### src/rtl/ctpc_defines.vh
// ======================================================================
// What this block does
// RQ1: read-select bit picks block for paged reads
// RQ2: write-enable bit gates paged register writes
// RQ3: one write updates every write-enabled block
// RQ4: control register paged; access routed by selection
// RQ5: calibration enable sends skew sequence before data
// RQ6: host should enable calibration at top rate
// RQ7: lane field selects four, three, two, one
// RQ8: lp00 field forces data or data plus clock
// RQ9: continuous clock only after first packet sent
// RQ10: output enable bit switches serial output
// RQ11: host stops forwarding before toggling output enable
// RQ12: reserved lp00 code acts as normal operation
`ifndef CTPC_DEFINES_VH
`define CTPC_DEFINES_VH

// ======================================================================
// register offsets
`define CTPC_PAGE_OFF 8'h32
`define CTPC_CTL_OFF 8'h33

// ======================================================================
// reset values and masks
`define CTPC_PAGE_RST 8'h00
`define CTPC_CTL_RST 8'h00
`define CTPC_PAGE_WMASK 8'h13
`define CTPC_CTL_WMASK 8'h7f

// ======================================================================
// page-select fields
`define CTPC_PAGE_RDSEL 4

// ======================================================================
// control fields
`define CTPC_CTL_CAL 6
`define CTPC_CTL_LANE_HI 5
`define CTPC_CTL_LANE_LO 4
`define CTPC_CTL_LP_HI 3
`define CTPC_CTL_LP_LO 2
`define CTPC_CTL_CONT 1
`define CTPC_CTL_EN 0

// ======================================================================
// lp00 force codes
`define CTPC_LP_NORMAL 2'h0
`define CTPC_LP_DATA 2'h1
`define CTPC_LP_RSVD 2'h2
`define CTPC_LP_ALL 2'h3

// ======================================================================
// block structure
`define CTPC_NUM_TX 2

`endif

### src/rtl/ctpc_top.v
`timescale 1ns/100ps
`default_nettype none
`include "ctpc_defines.vh"

module ctpc_top #(
   parameter [6:0] I2C_ADDR = 7'h30 // target address, plain default
) (
   input wire i_core_clk,
   input wire i_arst_n,
   input wire i_scl,
   input wire i_sda_in,
   output wire o_sda_out,
   output wire o_sda_oe,
   input wire [`CTPC_NUM_TX-1:0] i_cal_done,
   input wire [`CTPC_NUM_TX-1:0] i_pkt_sent,
   output wire [`CTPC_NUM_TX-1:0] o_tx_on,
   output wire [`CTPC_NUM_TX-1:0] o_skew_cal,
   output wire [`CTPC_NUM_TX-1:0] o_hs_ok,
   output wire [4*`CTPC_NUM_TX-1:0] o_lane_en,
   output wire [`CTPC_NUM_TX-1:0] o_lp00_data,
   output wire [`CTPC_NUM_TX-1:0] o_lp00_clk,
   output wire [`CTPC_NUM_TX-1:0] o_cont_clk
);

   // ===================================================================
   // reset release
   reg [1:0] rst_sync_ff; // two-stage release of async reset
   wire rst_n; // synchronised reset used everywhere below

   // async assert, clocked release to avoid recovery hazards
   always @(posedge i_core_clk or negedge i_arst_n) begin
      if (!i_arst_n) begin
         rst_sync_ff <= 2'h0;
      end else begin
         rst_sync_ff <= {rst_sync_ff[0], 1'b1};
      end
   end
   assign rst_n = rst_sync_ff[1];

   // ===================================================================
   // pin synchronisers and edge detection
   reg [2:0] scl_ff; // [0] meta stage, [1] synced, [2] history
   reg [2:0] sda_ff; // same for data line
   wire scl_rise;
   wire scl_fall;
   wire bus_start;
   wire bus_stop;

   // only stage [0] feeds stage [1]; logic looks at [1] and [2]
   always @(posedge i_core_clk or negedge rst_n) begin
      if (!rst_n) begin
         scl_ff <= 3'h7;
         sda_ff <= 3'h7;
      end else begin
         scl_ff <= {scl_ff[1:0], i_scl};
         sda_ff <= {sda_ff[1:0], i_sda_in};
      end
   end
   assign scl_rise = scl_ff[1] & ~scl_ff[2];
   assign scl_fall = ~scl_ff[1] & scl_ff[2];
   assign bus_start = scl_ff[1] & scl_ff[2] & ~sda_ff[1] & sda_ff[2];
   assign bus_stop = scl_ff[1] & scl_ff[2] & sda_ff[1] & ~sda_ff[2];

   // ===================================================================
   // i2c target state machine
   localparam [2:0] ST_IDLE = 3'h0; // waiting for start
   localparam [2:0] ST_ADDR = 3'h1; // address and direction byte
   localparam [2:0] ST_ACKA = 3'h2; // acking own address
   localparam [2:0] ST_WR = 3'h3; // receiving pointer or data
   localparam [2:0] ST_ACKW = 3'h4; // acking received byte
   localparam [2:0] ST_RD = 3'h5; // shifting out read data
   localparam [2:0] ST_MACK = 3'h6; // controller ack after read

   reg [2:0] i2c_st_ff; // target state
   reg [3:0] bit_cnt_ff; // bits seen in current byte
   reg [7:0] shift_ff; // byte shift register
   reg rw_ff; // 1 while a read transfer runs
   reg ptr_pending_ff; // next written byte is the pointer
   reg [7:0] ptr_ff; // register pointer, auto-increments
   reg sda_oe_ff; // pulls data line low when high
   reg [7:0] page_ff; // tx_page_select
   reg ctl_wr_ff; // one-cycle write strobe to paged blocks
   reg [7:0] ctl_wdata_ff; // data carried by that strobe
   wire [8*`CTPC_NUM_TX-1:0] ctl_vec; // all blocks' control bytes
   wire [7:0] ctl_sel; // control byte of read-selected block
   reg [7:0] rd_val; // read mux output

   // paged reads come from the block chosen by the read-select bit
   assign ctl_sel = ctl_vec[8*page_ff[`CTPC_PAGE_RDSEL] +: 8]; // RQ1 RQ4

   // read mux; unmapped offsets read as zero
   always @* begin
      if (ptr_ff == `CTPC_PAGE_OFF) begin
         rd_val = page_ff;
      end else if (ptr_ff == `CTPC_CTL_OFF) begin
         rd_val = ctl_sel; // RQ4
      end else begin
         rd_val = 8'h00;
      end
   end

   // byte-level protocol; start and stop override any state
   always @(posedge i_core_clk or negedge rst_n) begin
      if (!rst_n) begin
         i2c_st_ff <= ST_IDLE;
         bit_cnt_ff <= 4'h0;
         shift_ff <= 8'h00;
         rw_ff <= 1'b0;
         ptr_pending_ff <= 1'b0;
         ptr_ff <= 8'h00;
         sda_oe_ff <= 1'b0;
         page_ff <= `CTPC_PAGE_RST;
         ctl_wr_ff <= 1'b0;
         ctl_wdata_ff <= 8'h00;
      end else begin
         ctl_wr_ff <= 1'b0;
         if (bus_start) begin
            // repeated start keeps the pointer for a following read
            i2c_st_ff <= ST_ADDR;
            bit_cnt_ff <= 4'h0;
            sda_oe_ff <= 1'b0;
         end else if (bus_stop) begin
            i2c_st_ff <= ST_IDLE;
            sda_oe_ff <= 1'b0;
         end else if (scl_rise) begin
            // sample data on rising clock while receiving
            if (i2c_st_ff == ST_ADDR || i2c_st_ff == ST_WR) begin
               shift_ff <= {shift_ff[6:0], sda_ff[1]};
               bit_cnt_ff <= bit_cnt_ff + 4'h1;
            end else if (i2c_st_ff == ST_MACK) begin
               if (sda_ff[1]) begin
                  i2c_st_ff <= ST_IDLE; // nack ends the read
               end else begin
                  ptr_ff <= ptr_ff + 8'h01;
               end
            end
         end else if (scl_fall) begin
            // change data only while the clock is low
            case (i2c_st_ff)
               ST_ADDR: begin
                  if (bit_cnt_ff == 4'h8) begin
                     if (shift_ff[7:1] == I2C_ADDR) begin
                        rw_ff <= shift_ff[0];
                        sda_oe_ff <= 1'b1;
                        i2c_st_ff <= ST_ACKA;
                     end else begin
                        i2c_st_ff <= ST_IDLE; // not for us
                     end
                  end
               end
               ST_ACKA: begin
                  bit_cnt_ff <= 4'h0;
                  if (rw_ff) begin
                     shift_ff <= rd_val;
                     sda_oe_ff <= ~rd_val[7];
                     i2c_st_ff <= ST_RD;
                  end else begin
                     sda_oe_ff <= 1'b0;
                     ptr_pending_ff <= 1'b1;
                     i2c_st_ff <= ST_WR;
                  end
               end
               ST_WR: begin
                  if (bit_cnt_ff == 4'h8) begin
                     sda_oe_ff <= 1'b1;
                     i2c_st_ff <= ST_ACKW;
                     ptr_pending_ff <= 1'b0;
                     if (ptr_pending_ff) begin
                        ptr_ff <= shift_ff;
                     end else begin
                        ptr_ff <= ptr_ff + 8'h01;
                        if (ptr_ff == `CTPC_PAGE_OFF) begin
                           page_ff <= shift_ff & `CTPC_PAGE_WMASK;
                        end else if (ptr_ff == `CTPC_CTL_OFF) begin
                           // fan out to blocks; gating happens there
                           ctl_wr_ff <= 1'b1; // RQ4
                           ctl_wdata_ff <= shift_ff & `CTPC_CTL_WMASK;
                        end
                     end
                  end
               end
               ST_ACKW: begin
                  sda_oe_ff <= 1'b0;
                  bit_cnt_ff <= 4'h0;
                  i2c_st_ff <= ST_WR;
               end
               ST_RD: begin
                  if (bit_cnt_ff == 4'h7) begin
                     sda_oe_ff <= 1'b0; // release for controller ack
                     i2c_st_ff <= ST_MACK;
                  end else begin
                     shift_ff <= {shift_ff[6:0], 1'b0};
                     sda_oe_ff <= ~shift_ff[6];
                     bit_cnt_ff <= bit_cnt_ff + 4'h1;
                  end
               end
               ST_MACK: begin
                  // pointer already advanced on the ack edge
                  shift_ff <= rd_val;
                  sda_oe_ff <= ~rd_val[7];
                  bit_cnt_ff <= 4'h0;
                  i2c_st_ff <= ST_RD;
               end
               default: begin
                  sda_oe_ff <= 1'b0;
               end
            endcase
         end
      end
   end

   // open drain: only ever pulls low
   assign o_sda_out = 1'b0;
   assign o_sda_oe = sda_oe_ff;

   // ===================================================================
   // per-transmitter control and sequencing
   localparam [1:0] TX_OFF = 2'h0; // output disabled
   localparam [1:0] TX_CAL = 2'h1; // sending skew calibration
   localparam [1:0] TX_RUN = 2'h2; // high-speed data allowed

   genvar gi;
   generate
      for (gi = 0; gi < `CTPC_NUM_TX; gi = gi + 1) begin : g_tx
         reg [7:0] ctl_ff; // tx_control for this block
         reg [1:0] tx_st_ff; // sequencing state
         reg first_pkt_ff; // a packet has gone out since enable
         reg on_ff; // output switched on
         reg cal_ff; // calibration sequence requested
         reg hs_ff; // high-speed data permitted
         reg [3:0] lane_ff; // active data lanes, bit per lane
         reg lpd_ff; // data lanes held in lp00
         reg lpc_ff; // clock lane held in lp00
         reg cont_ff; // clock lane continuous
         wire [1:0] lane_code;
         wire [1:0] lp_code;
         wire en;

         assign lane_code = ctl_ff[`CTPC_CTL_LANE_HI:`CTPC_CTL_LANE_LO];
         assign lp_code = ctl_ff[`CTPC_CTL_LP_HI:`CTPC_CTL_LP_LO];
         assign en = ctl_ff[`CTPC_CTL_EN];
         assign ctl_vec[8*gi +: 8] = ctl_ff;

         // shared strobe lands in every write-enabled block at once
         always @(posedge i_core_clk or negedge rst_n) begin
            if (!rst_n) begin
               ctl_ff <= `CTPC_CTL_RST;
            end else if (ctl_wr_ff && page_ff[gi]) begin // RQ2 RQ3
               ctl_ff <= ctl_wdata_ff;
            end
         end

         // enable, calibration then data; the host is expected to
         // have stopped forwarding before toggling enable
         always @(posedge i_core_clk or negedge rst_n) begin
            if (!rst_n) begin
               tx_st_ff <= TX_OFF;
               first_pkt_ff <= 1'b0;
            end else begin
               case (tx_st_ff)
                  TX_OFF: begin
                     first_pkt_ff <= 1'b0;
                     if (en) begin // RQ10
                        if (ctl_ff[`CTPC_CTL_CAL]) begin
                           tx_st_ff <= TX_CAL; // RQ5
                        end else begin
                           tx_st_ff <= TX_RUN;
                        end
                     end
                  end
                  TX_CAL: begin
                     if (!en) begin
                        tx_st_ff <= TX_OFF;
                     end else if (i_cal_done[gi]) begin
                        tx_st_ff <= TX_RUN; // RQ5
                     end
                  end
                  TX_RUN: begin
                     if (!en) begin
                        tx_st_ff <= TX_OFF;
                     end else if (i_pkt_sent[gi]) begin
                        first_pkt_ff <= 1'b1; // RQ9
                     end
                  end
                  default: begin
                     tx_st_ff <= TX_OFF;
                  end
               endcase
            end
         end

         // registered lane and mode outputs
         always @(posedge i_core_clk or negedge rst_n) begin
            if (!rst_n) begin
               on_ff <= 1'b0;
               cal_ff <= 1'b0;
               hs_ff <= 1'b0;
               lane_ff <= 4'h0;
               lpd_ff <= 1'b0;
               lpc_ff <= 1'b0;
               cont_ff <= 1'b0;
            end else begin
               on_ff <= en; // RQ10
               cal_ff <= (tx_st_ff == TX_CAL); // RQ5
               hs_ff <= (tx_st_ff == TX_RUN) && en; // RQ5
               // code picks how many low lanes carry data
               if (lane_code == 2'h0) begin
                  lane_ff <= 4'hf; // RQ7
               end else if (lane_code == 2'h1) begin
                  lane_ff <= 4'h7; // RQ7
               end else if (lane_code == 2'h2) begin
                  lane_ff <= 4'h3; // RQ7
               end else begin
                  lane_ff <= 4'h1; // RQ7
               end
               // reserved code falls through as normal operation
               lpd_ff <= (lp_code == `CTPC_LP_DATA) ||
                         (lp_code == `CTPC_LP_ALL); // RQ8 RQ12
               lpc_ff <= (lp_code == `CTPC_LP_ALL); // RQ8 RQ12
               // gated by first packet so startup is not disturbed
               cont_ff <= ctl_ff[`CTPC_CTL_CONT] && first_pkt_ff; // RQ9
            end
         end

         assign o_tx_on[gi] = on_ff;
         assign o_skew_cal[gi] = cal_ff;
         assign o_hs_ok[gi] = hs_ff;
         assign o_lane_en[4*gi +: 4] = lane_ff;
         assign o_lp00_data[gi] = lpd_ff;
         assign o_lp00_clk[gi] = lpc_ff;
         assign o_cont_clk[gi] = cont_ff;
      end
   endgenerate

endmodule // ctpc_top
`default_nettype wire

### config.mk
export PLATFORM = sky130hd
export DESIGN_NAME = ctpc_top
export DESIGN_NICKNAME = d
export VERILOG_FILES = /design/src/rtl/ctpc_top.v
export VERILOG_INCLUDE_DIRS = /design/src /design/src/rtl
export SDC_FILE = /design/constraint.sdc
export NUM_CORES = 1
export LEC_CHECK = 0
export BUFFER_PORTS_ARGS = -buffer_cell sky130_fd_sc_hd__buf_2
export CAP_MARGIN = 0
export CORE_ASPECT_RATIO = 0.5
export CORE_MARGIN = 2
export CORE_UTILIZATION = 32
export CTS_CLUSTER_DIAMETER = 30
export DETAILED_ROUTE_END_ITERATION = 12
export SLEW_MARGIN = 15
export SYNTH_ARGS = -nofsm -noshare
export SYNTH_HDL_FRONTEND = slang
export SYNTH_SLANG_ARGS = --single-unit
### constraint.sdc
create_clock -name i_core_clk -period 3.4 [get_ports i_core_clk]
set_input_delay 0.17 -clock i_core_clk [delete_from_list [all_inputs] [get_ports i_core_clk]]
set_output_delay 0.17 -clock i_core_clk [all_outputs]
set_load 0.05 [all_outputs]
== Yosys cells after proc, flatten, opt, wreduce, memory -nomap -nowiden ==
Index checks and enable logic that the tools add are counted.

* Register bits after elaboration: 85
* Bits of input ports: 8
* Output and inout port bits: 22

* Add/subtract/negate cells: 2
* Shifts and indexed selects: 1
* Bitwise operators: 18
* Mux-type cells: 82
* Reduce and logical (&&, ||, !) cells: 39
* Equality and inequality tests: 54

{| class="wikitable"
|+ Operators with widths
! cell !! count
|-
| $mux 8 || 15
|-
| $mux 3 || 13
|-
| $mux 4 || 8
|-
| $mux 2 || 13
|-
| $mux 1 || 24
|-
| $ne 2x2->1 const B || 12
|-
| $pmux 8 s3 || 1
|-
| $reduce_and 8->1 || 3
|-
| $reduce_and 7->1 || 3
|-
| $pmux 3 s6 || 1
|-
| $eq 8x6->1 const B || 2
|-
| $shiftx 16x5->8 || 1
|-
| $eq 2x1->1 const B || 6
|-
| $eq 2x2->1 const B || 6
|-
| $ne 3x3->1 const B || 4
|-
| $ne 4x3->1 const B || 3
|-
| $pmux 2 s3 || 2
|-
| $reduce_and 3->1 || 4
|-
| $reduce_bool 2->1 || 6
|-
| $reduce_bool 4->1 || 3
|-
| $not 1->1 || 11
|-
| $ne 5x4->1 const B || 2
|-
| $reduce_and 5->1 || 2
|-
| $eq 3x3->1 const B || 3
|-
| 24 further kinds || 48
|}

== Logic depth before layout (Yosys ltp) ==
Gate-level depths: netlist of run 1.

* Word-level depth: 10
* Depth in mapped cells: 9
* Gate-level depth less buffers: 7

== Least setup slack after synthesis of run 1 ==
OpenSTA, ideal clock, no wires.

* Kind: register -> register
* From: register scl_ff[2]
* To: register ctl_wdata_ff[0]
* Data arrival time: 2.228 ns
* Setup time: 0.125 ns
* Path slack: 1.047 ns
* Cell stages (with the launch flop): 8
* Cells stage by stage: dfstp_2 ha_1 nand3b_1 a2111oi_4 nand2_2 or4_4 buf_6 mux2_4

* Longest elaborated chain between the ends: 5
* Elaborated cells between the ends (all ways): 12

{| class="wikitable"
|+ RTL lines
! element !! line !! RTL
|-
| start, declared || ctpc_top.v:42 || <nowiki>reg [2:0] scl_ff;</nowiki>
|-
| start signal, assigned || ctpc_top.v:55 || <nowiki>scl_ff <= {scl_ff[1:0], i_scl};</nowiki>
|-
| $and 1x1->1 || ctpc_top.v:61, ctpc_top.v:62 ||
|-
| $and 1x1->1 (on tied branches) (2 in series) || ctpc_top.v:62, ctpc_top.v:61 ||
|-
| $not 1->1 (no source line) || n/a ||
|-
| $reduce_and 9->1 (no source line) * || n/a ||
|-
| end signal, assigned || ctpc_top.v:177 || <nowiki>ctl_wdata_ff <= shift_ff & `CTPC_CTL_WMASK;</nowiki>
|-
| end, declared || ctpc_top.v:83 || <nowiki>reg [7:0] ctl_wdata_ff;</nowiki>
|}

Mark *: on every way between the ends. The rest lies on a longest branch, timed or not.
A chain may end at the register's enable or synchronous reset.

== Final worst setup path of run 1 ==
* From: register scl_ff[2]
* To: register ptr_ff[0]

* Longest elaborated chain between the ends: 5
* Elaborated cells between the ends (all ways): 18

{| class="wikitable"
|+ RTL lines
! element !! line !! RTL
|-
| $and 1x1->1 || ctpc_top.v:61, ctpc_top.v:62 ||
|-
| $and 1x1->1 (on tied branches) (2 in series) || ctpc_top.v:62, ctpc_top.v:61 ||
|-
| $not 1->1 (no source line) || n/a ||
|-
| $reduce_and 8->1 (no source line) || n/a ||
|-
| end signal, assigned || ctpc_top.v:134 || <nowiki>ptr_ff <= ptr_ff + 8'h01;</nowiki>
|-
| end signal, assigned || ctpc_top.v:169 || <nowiki>ptr_ff <= shift_ff;</nowiki>
|-
| end signal, assigned || ctpc_top.v:171 || <nowiki>ptr_ff <= ptr_ff + 8'h01;</nowiki>
|-
| end, declared || ctpc_top.v:79 || <nowiki>reg [7:0] ptr_ff;</nowiki>
|}

Parallel ways exist; a longest one is shown, timed or not.

==> metrics.yaml, run 1 <==
synthesis:
  ys_seq_area_share_pct: 52.5
  yosysWarnings: 0
  synthFlopType: "dfrtp_1"
  yosys-top-cells-area: "dfrtp_1 49%, mux2_2 7.0%, dfstp_2 3.9%"
  yosysTopAreaCell: "dfrtp_1"
  synth_edf_count: 0
  yosysMostFrequentCell: "dfrtp_1"
  synth-seq-cells: 84
  synth_top_cell_area_share_pct: 48.6
  synth_cells: 366
  async_flop_share_pct: 100
  synth_cell_types: 57
  synth_common_cells: "78 x dfrtp_1, 28 x nand2_1, 28 x nor2_1, 25 x mux2_2, 18 x o21ai_0"
  syn_avg_cell_area_um2: 11.0
  synth_area_um2: 4020
finish:
  drive_gt1_share_pct: 23.7
  nNetsFinal: 398
  synthToLayoutAreaGrowth_pct: 13.6
  diodes: 0
  nFillCells: 1186
sta:
  setup_tns_ns: 0
  period_share_pct: 75.8
  worst_pin_slew_ns: 1.13
  hold_viol_final: 0
  rsz0062_at_grt: "false"
  finalSetupViolations: 0
  clock.fmax_mhz: 388
  min_period_ns: 2.58
  drv_slew: 0
  relSlewSlack_pct: 24.5
  skew_ns: 0.00754
  holdWs_ns: 0.0910
cts:
  htreeDepth: 3
  cts.sinks: 84
  clkTransAtPathRegs_ns: 0.06
  cts_tree: "yes"
  cts_setup_buffers: 0
  cts_root_buf: "clkbuf_16"
  clock_latency_ns: 0.34
  cts_buffer_depth: 2
  cts_made_buffers: 9
global_route:
  grtUsageTotal_pct: 12.6
  grt_pass1_vias: 2555
  grt_overflow: 0
  grt_pass1_wl_um: 13400
  grt_max_degree: 83
  grt_antenna_before_repair: 0
floorplan:
  start_util_pct: 33.5
  fp.dieH_um: 83.3
  pin_count: 30
  dieWidth_um: 163
  num_rows: 28
  core_region_area_um2: 12000
  fp.dieArea_um2: 13500
pwr:
  p_leak_uw: 0.00211
  p_sw_share_pct: 26.6
  combPwrFrac_pct: 11.1
  power_density_nw_per_um2: 511
  pwr-share-clk_pct: 41.7
  ir_drop_v: 0.000261
  p_int_uw: 1710
  seqPwrFrac_pct: 47.2
  p_sw_uw: 621
worst_setup_path:
  criticalPathCategory: "reg -> reg"
  cp.required_ns: 3.63
  cp_max_fo: 17
  critPathLaunchType: "flop"
  worst-endpoint-arrival_ns: 2.80
  endpoint_kind: "flop"
placement:
  gp_congestion: 0.782
  io_buffers: 28
  dp_hpwl_um: 5200
status:
  status: "complete, no violations"
drt:
  drc: 0
  vias: 2715
  drt_wl_total_um: 7850
  vias_per_cell: 4.91
  wl_per_cell_um: 14.2
  drtPass1Iterations: 4
  drtAntennaViolNets: 0
  drt-initial-drc-count: 160
flow_run:
  drv_cap: 0
hold_path:
  hold_path_class: "in -> reg"
[layer usage]
layer | global-route usage, % | routed length [um]
met5 | 0 | 0
met4 | 3.86 | 135
met3 | 3.95 | 315
met2 | 18.6 | 3430
met1 | 17.6 | 3970
[metrics by stage]
step           std cells  cell area, um^2  worst slack (ns)  total power (uW)  utilization [%]
3_5_place_dp         533             4220             0.878              1370             35.1
5_1_grt              553             4570             0.611              2440             38.0
3_3_place_gp         533             4220             0.936              1370             35.1
6_report             553             4570             0.822              2330             38.0
2_1_floorplan        367             4020             0.898              1310                -
4_1_cts              552             4540             0.869              2360             37.8
[flip-flops by register name (all words and copies together) (netlist names), 4 cells and up]
register       count
bit_cnt_ff         4
ctl_wdata_ff       7
g_tx.ctl_ff       14
g_tx.lane_ff       7
g_tx.tx_st_ff      4
ptr_ff             8
shift_ff           8
[final timing paths]
path                       slack, ns            from              endpoint  cells after the start
min                             0.09   i_pkt_sent[1]  g_tx[1].first_pkt_ff                      3
max in group asynchronous       2.59  rst_sync_ff[1]             ptr_ff[4]                      1
min in group asynchronous       0.14        i_arst_n        rst_sync_ff[1]                      2
max                             0.82       scl_ff[2]             ptr_ff[0]                      6
max reg2reg                     0.82       scl_ff[2]             ptr_ff[0]                      6
min reg2reg                     0.22  rst_sync_ff[1]   g_tx[0].tx_st_ff[0]                      0
[power groups by stage]
stage	Combinational, uW	Clock [uW]	Sequential (uW)
final	260	973	1100
after global routing	286	1040	1110
after CTS	243	999	1110
after detailed placement	239	0	1130
after global placement	238	0	1130
after floorplan	187	0	1120
[kinds of logic after synthesis]
group | share of synthesized area, %
adder cells (fa/ha/maj) | 2.18
multiplexers | 11.6
AND/OR/NAND/NOR | 14.9
buffers and inverters | 5.54
XOR/XNOR | 0.623
flip-flops | 52.5
AO/OA/AOI/OAI | 12.4
other | 0.187
[critical path, cell delays in order, from the launching register on]
cell,delay (ns)
dfstp_2,0.54
inv_1,0.04
ha_1,0.29
and4bb_2,0.27
o2111ai_1,0.91
nor3_1,0.11
a211o_1,0.30
[cell usage in the layout (no fill, tap or decap), types with 3 or more instances in the layout]
| cell | count |
|---|---|
| nor2b_1 | 5 |
| and3_1 | 4 |
| buf_2 | 28 |
| dfstp_2 | 6 |
| conb_1 | 3 |
| o21ai_0 | 18 |
| ha_1 | 7 |
| dlygate4sd3_1 | 3 |
| a21oi_1 | 16 |
| dfrtp_1 | 77 |
| nand2_1 | 28 |
| o22ai_1 | 5 |
| inv_1 | 15 |
| nor2_1 | 28 |
| mux2_2 | 25 |
| nor3_1 | 6 |
| a21o_1 | 3 |
| nor4_1 | 4 |
| clkbuf_16 | 9 |
| mux2_4 | 7 |
| a31oi_1 | 6 |
| nand3_1 | 5 |
| nand2b_1 | 7 |
| o21bai_1 | 4 |
| and2_1 | 8 |
| mux2i_1 | 8 |
[cell type report]
cell class | count | area, um^2 | share of cell area, %
clock buffers | 11 | 233 | 5.10
clock inverters | 5 | 61.3 | 1.34
well taps | 165 | 206 | 4.52
multi-input cells | 240 | 1690 | 37.0
repair buffers | 33 | 205 | 4.49
inverters | 15 | 56.3 | 1.23
flip-flops and latches | 84 | 2110 | 46.3
[timing repair]
item / 4_1_cts / 5_1_grt
hold endpoints to repair: 4 / 0
hold buffers: 3 / 0
resized for setup: 0 / 0
No activity file was read; power rests on OpenSTA's default activity.
==> run 2: changes to the inputs <==
--- a/config.mk
+++ b/config.mk
@@ -6,6 +6,7 @@
 export SDC_FILE = /design/constraint.sdc
 export NUM_CORES = 1
 export LEC_CHECK = 0
+export ABC_AREA = 1
 export BUFFER_PORTS_ARGS = -buffer_cell sky130_fd_sc_hd__buf_2
 export CAP_MARGIN = 0
 export CORE_ASPECT_RATIO = 0.5
==> constraint.sdc (replaced) <==
create_clock -name i_core_clk -period 2.54 [get_ports i_core_clk]
set_input_delay 0.127 -clock i_core_clk [delete_from_list [all_inputs] [get_ports i_core_clk]]
set_output_delay 0.127 -clock i_core_clk [all_outputs]
set_load 0.05 [all_outputs]
==> run 2 against run 1 <==
  * Synthesized area up 2.0%
  * Critical path depth up 4
  * First-iteration DRC count up 24%
  * Utilization fell by 0.80 points
  * Final cell count grew 29%
  * Die area grew 1.9%
  * Via count increased by 15%
  * Count of clock-buffer cells in the layout decreased by 1
  * Register-to-register slack worse by 0.23 ns
==> metrics.yaml, run 2 <==
status:
  status: "complete, no violations"
synthesis:
  async_flop_share_pct: 100  # unchanged
  synth_common_cells: "166 x nand2_1, 78 x dfrtp_1, 62 x inv_1, 40 x nor2_1, 39 x nand3_1"
  yosysWarnings: 0  # unchanged
  yosys-top-cells-area: "dfrtp_1 48%, nand2_1 15%, inv_1 5.7%"
  yosysMostFrequentCell: "nand2_1"
  synthFlopType: "dfrtp_1"
  synth_top_cell_area_share_pct: 47.6  # -0.93 points
  synth_area_um2: 4100  # +2.0%
  ys_seq_area_share_pct: 51.5  # -1.0 points
  synth_cells: 514  # +40%
  yosysTopAreaCell: "dfrtp_1"
  synth_edf_count: 0  # unchanged
  syn_avg_cell_area_um2: 7.97  # -27%
  synth-seq-cells: 84  # unchanged
  synth_cell_types: 32  # -44%
sta:
  skew_ns: 0.00649  # -0.00105 ns
  rsz0062_at_grt: "false"
  period_share_pct: 76.6  # +0.82 points
  hold_viol_final: 0  # unchanged
  clock.fmax_mhz: 514  # +32%
  setup_tns_ns: 0  # unchanged
  drv_slew: 0  # unchanged
  min_period_ns: 1.95  # -0.631 ns
  setup_ws_ns: 0.593  # -0.229 ns
  finalSetupViolations: 0  # unchanged
pwr:
  p_sw_share_pct: 26.6  # +0.052 points
  p_int_uw: 2430  # +42%
  power_density_nw_per_um2: 707  # +38%
  seqPwrFrac_pct: 46.1  # -1.1 points
  p_sw_uw: 882  # +42%
  pwr-share-clk_pct: 42.9  # +1.2 points
  p_leak_uw: 0.00238  # +13%
  combPwrFrac_pct: 11.0  # about the same
  ir_drop_v: 0.000319  # +22%
placement:
  pre_cts_slack_ns: 0.607  # -0.271 ns
  dp_hpwl_um: 5990  # +15%
  io_buffers: 28  # unchanged
  gp_congestion: 0.844  # +7.9%
hold_path:
  hold_start: "i_pkt_sent[0]"
  worstHoldPathCells: 3  # unchanged
  hold_end: "g_tx[0].first_pkt_ff"
  hold_path_class: "in -> reg"
floorplan:
  start_util_pct: 32.6  # -0.90 points
  fp.dieArea_um2: 13800  # +1.9%
  fp.dieH_um: 84.0  # +0.93%
  core_region_area_um2: 12600  # +4.8%
  num_rows: 29  # +3.6%
  pin_count: 30  # unchanged
  dieWidth_um: 164  # +0.95%
cts:
  clkTransAtPathRegs_ns: 0.06  # about the same
  cts_root_buf: "clkbuf_16"
  cts.sinks: 84  # unchanged
  cts_buffer_depth: 2  # unchanged
  cts_tree: "yes"
  cts_made_buffers: 9  # unchanged
  cts_setup_buffers: 0  # unchanged
  clock_latency_ns: 0.34  # about the same
  htreeDepth: 3  # unchanged
global_route:
  grt_antenna_before_repair: 0  # unchanged
  grt_max_degree: 48  # -42%
  grt_overflow: 0  # unchanged
  grtUsageTotal_pct: 13.1  # +0.48 points
  grt_pass1_vias: 2999  # +17%
  grt_pass1_wl_um: 14200  # +6.5%
worst_setup_path:
  timing.rr.end: "shift_ff[0]"
  cp_max_fo: 8  # -9
  criticalPathCategory: "reg -> reg"
  r2r_start: "scl_ff[1]"
  worst-endpoint-arrival_ns: 2.18  # -0.62 ns
  critPathLaunchType: "flop"
  reg2reg_depth: 10  # +4
  endpoint_kind: "flop"
  reg2reg_slack_ns: 0.59  # -0.23 ns
  cp.required_ns: 2.77  # -0.86 ns
drt:
  drtAntennaViolNets: 0  # unchanged
  vias: 3130  # +15%
  drc: 0  # unchanged
  wl_per_cell_um: 11.5  # -19%
  drtPass1Iterations: 4  # unchanged
  vias_per_cell: 4.40  # -10%
  drt-initial-drc-count: 199  # +24%
  drt_wl_total_um: 8180  # +4.1%
finish:
  nFillCells: 1283  # +8.2%
  most-common-layout-cells: "166 x nand2_1, 77 x dfrtp_1, 62 x inv_1"
  synthToLayoutAreaGrowth_pct: 14.3
  reg_top3: "g_tx.ctl_ff x14, ptr_ff x8, shift_ff x8"
  nNetsFinal: 551  # +38%
  largest_reg_flops: 14  # unchanged
  fin_util_pct: 37.2  # -0.80 points
  top_register: "g_tx.ctl_ff"
  diodes: 0  # unchanged
  mostFrequentLayoutCell: "nand2_1"
  drive_gt1_share_pct: 14.4  # -9.3 points
flow_run:
  drv_cap: 0  # unchanged
==> run 2: cell types whose count changed in the layout (fill, tap and decap cells not counted), sizes merged, moves of 6 or more <==
cell / before / now
nand2b: 7 / 0
o21ai: 18 / 40
nor2: 28 / 49
mux2i: 8 / 0
nand3: 5 / 40
a21oi: 16 / 5
inv: 16 / 70
and2: 8 / 2
nand2: 29 / 176
mux2: 32 / 0
==> run 2: metal layers <==
layer	GRT usage [%]	share of wire (%)	vias up
met5	0	0	-
met4	4.55	0.86	0
met3	3.43	3.6	5
met2	19.7	44	48
met1	18.1	52	1443
li1	-	-	1634
==> run 2: cell type report <==
class	instances	area, um^2	share of cell area (%)
Multi-Input combinational cell	342	1590	34.0
Clock inverter	6	93.8	2.00
Sequential cell	84	2110	45.1
Inverter	67	251	5.37
Clock buffer	10	229	4.89
Timing Repair Buffer	32	190	4.06
Tap cell	170	213	4.54
==> run 2: how the worst max path moves through the flow <==
| stage | start | end | slack, ns | cells after the start |
|---|---|---|---|---|
| floorplan | rst_sync_ff[1] | bit_cnt_ff[0] | 0.04 | 0 |
| CTS | scl_ff[1] | shift_ff[0] | 0.59 | 10 |
| global route | scl_ff[2] | ptr_ff[3] | 0.43 | 8 |
| finish | scl_ff[1] | shift_ff[0] | 0.59 | 10 |
| global placement | scl_ff[1] | shift_ff[0] | 0.61 | 10 |
| detailed placement | scl_ff[1] | shift_ff[0] | 0.61 | 10 |
==> run 2: through the flow <==
| stage | power (uW) | hold WS [ns] | instances | cell area [um^2] |
|---|---|---|---|---|
| 3_5_place_dp | 1910 | -0.0845 | 692 | 4330 |
| 5_1_grt | 3470 | 0.0559 | 711 | 4680 |
| 2_1_floorplan | 1800 | -0.169 | 515 | 4100 |
| 4_1_cts | 3350 | 0.0446 | 711 | 4680 |
| 6_report | 3310 | 0.0505 | 711 | 4680 |
| 3_3_place_gp | 1900 | -0.0857 | 692 | 4330 |
==> run 2: power groups by stage <==
| stage | Combinational (uW) | Clock, uW | Sequential [uW] |
|---|---|---|---|
| after floorplan | 261 | 0 | 1540 |
| after CTS | 367 | 1460 | 1530 |
| final | 363 | 1420 | 1530 |
| after detailed placement | 362 | 0 | 1550 |
| after global routing | 419 | 1510 | 1540 |
| after global placement | 357 | 0 | 1550 |
==> run 2: cells by family after synthesis <==
| kind of cell | Yosys count | synth area share [%] |
|---|---|---|
| simple gates | 276 | 28.8 |
| buf+inv | 89 | 9.74 |
| flops | 84 | 51.5 |
| compound gates | 53 | 7.05 |
| fa+ha+maj | 7 | 2.14 |
| xor+xnor | 3 | 0.641 |
| other cells | 2 | 0.183 |
==> run 2: repair_timing <==
item,in CTS,in global routing
hold endpoints to repair,4,0
hold buffers,3,0
gates resized for setup,0,0
==> run 2: worst max-delay path, stage by stage (launching register included) <==
cell and delay [ns]:
dfstp_2 0.56, ha_1 0.32, inv_1 0.20, nand2_2 0.20
inv_1 0.12, nand3_1 0.14, nand2_1 0.08, inv_1 0.06
nand2_1 0.04, nand2_1 0.06, nand2_1 0.05
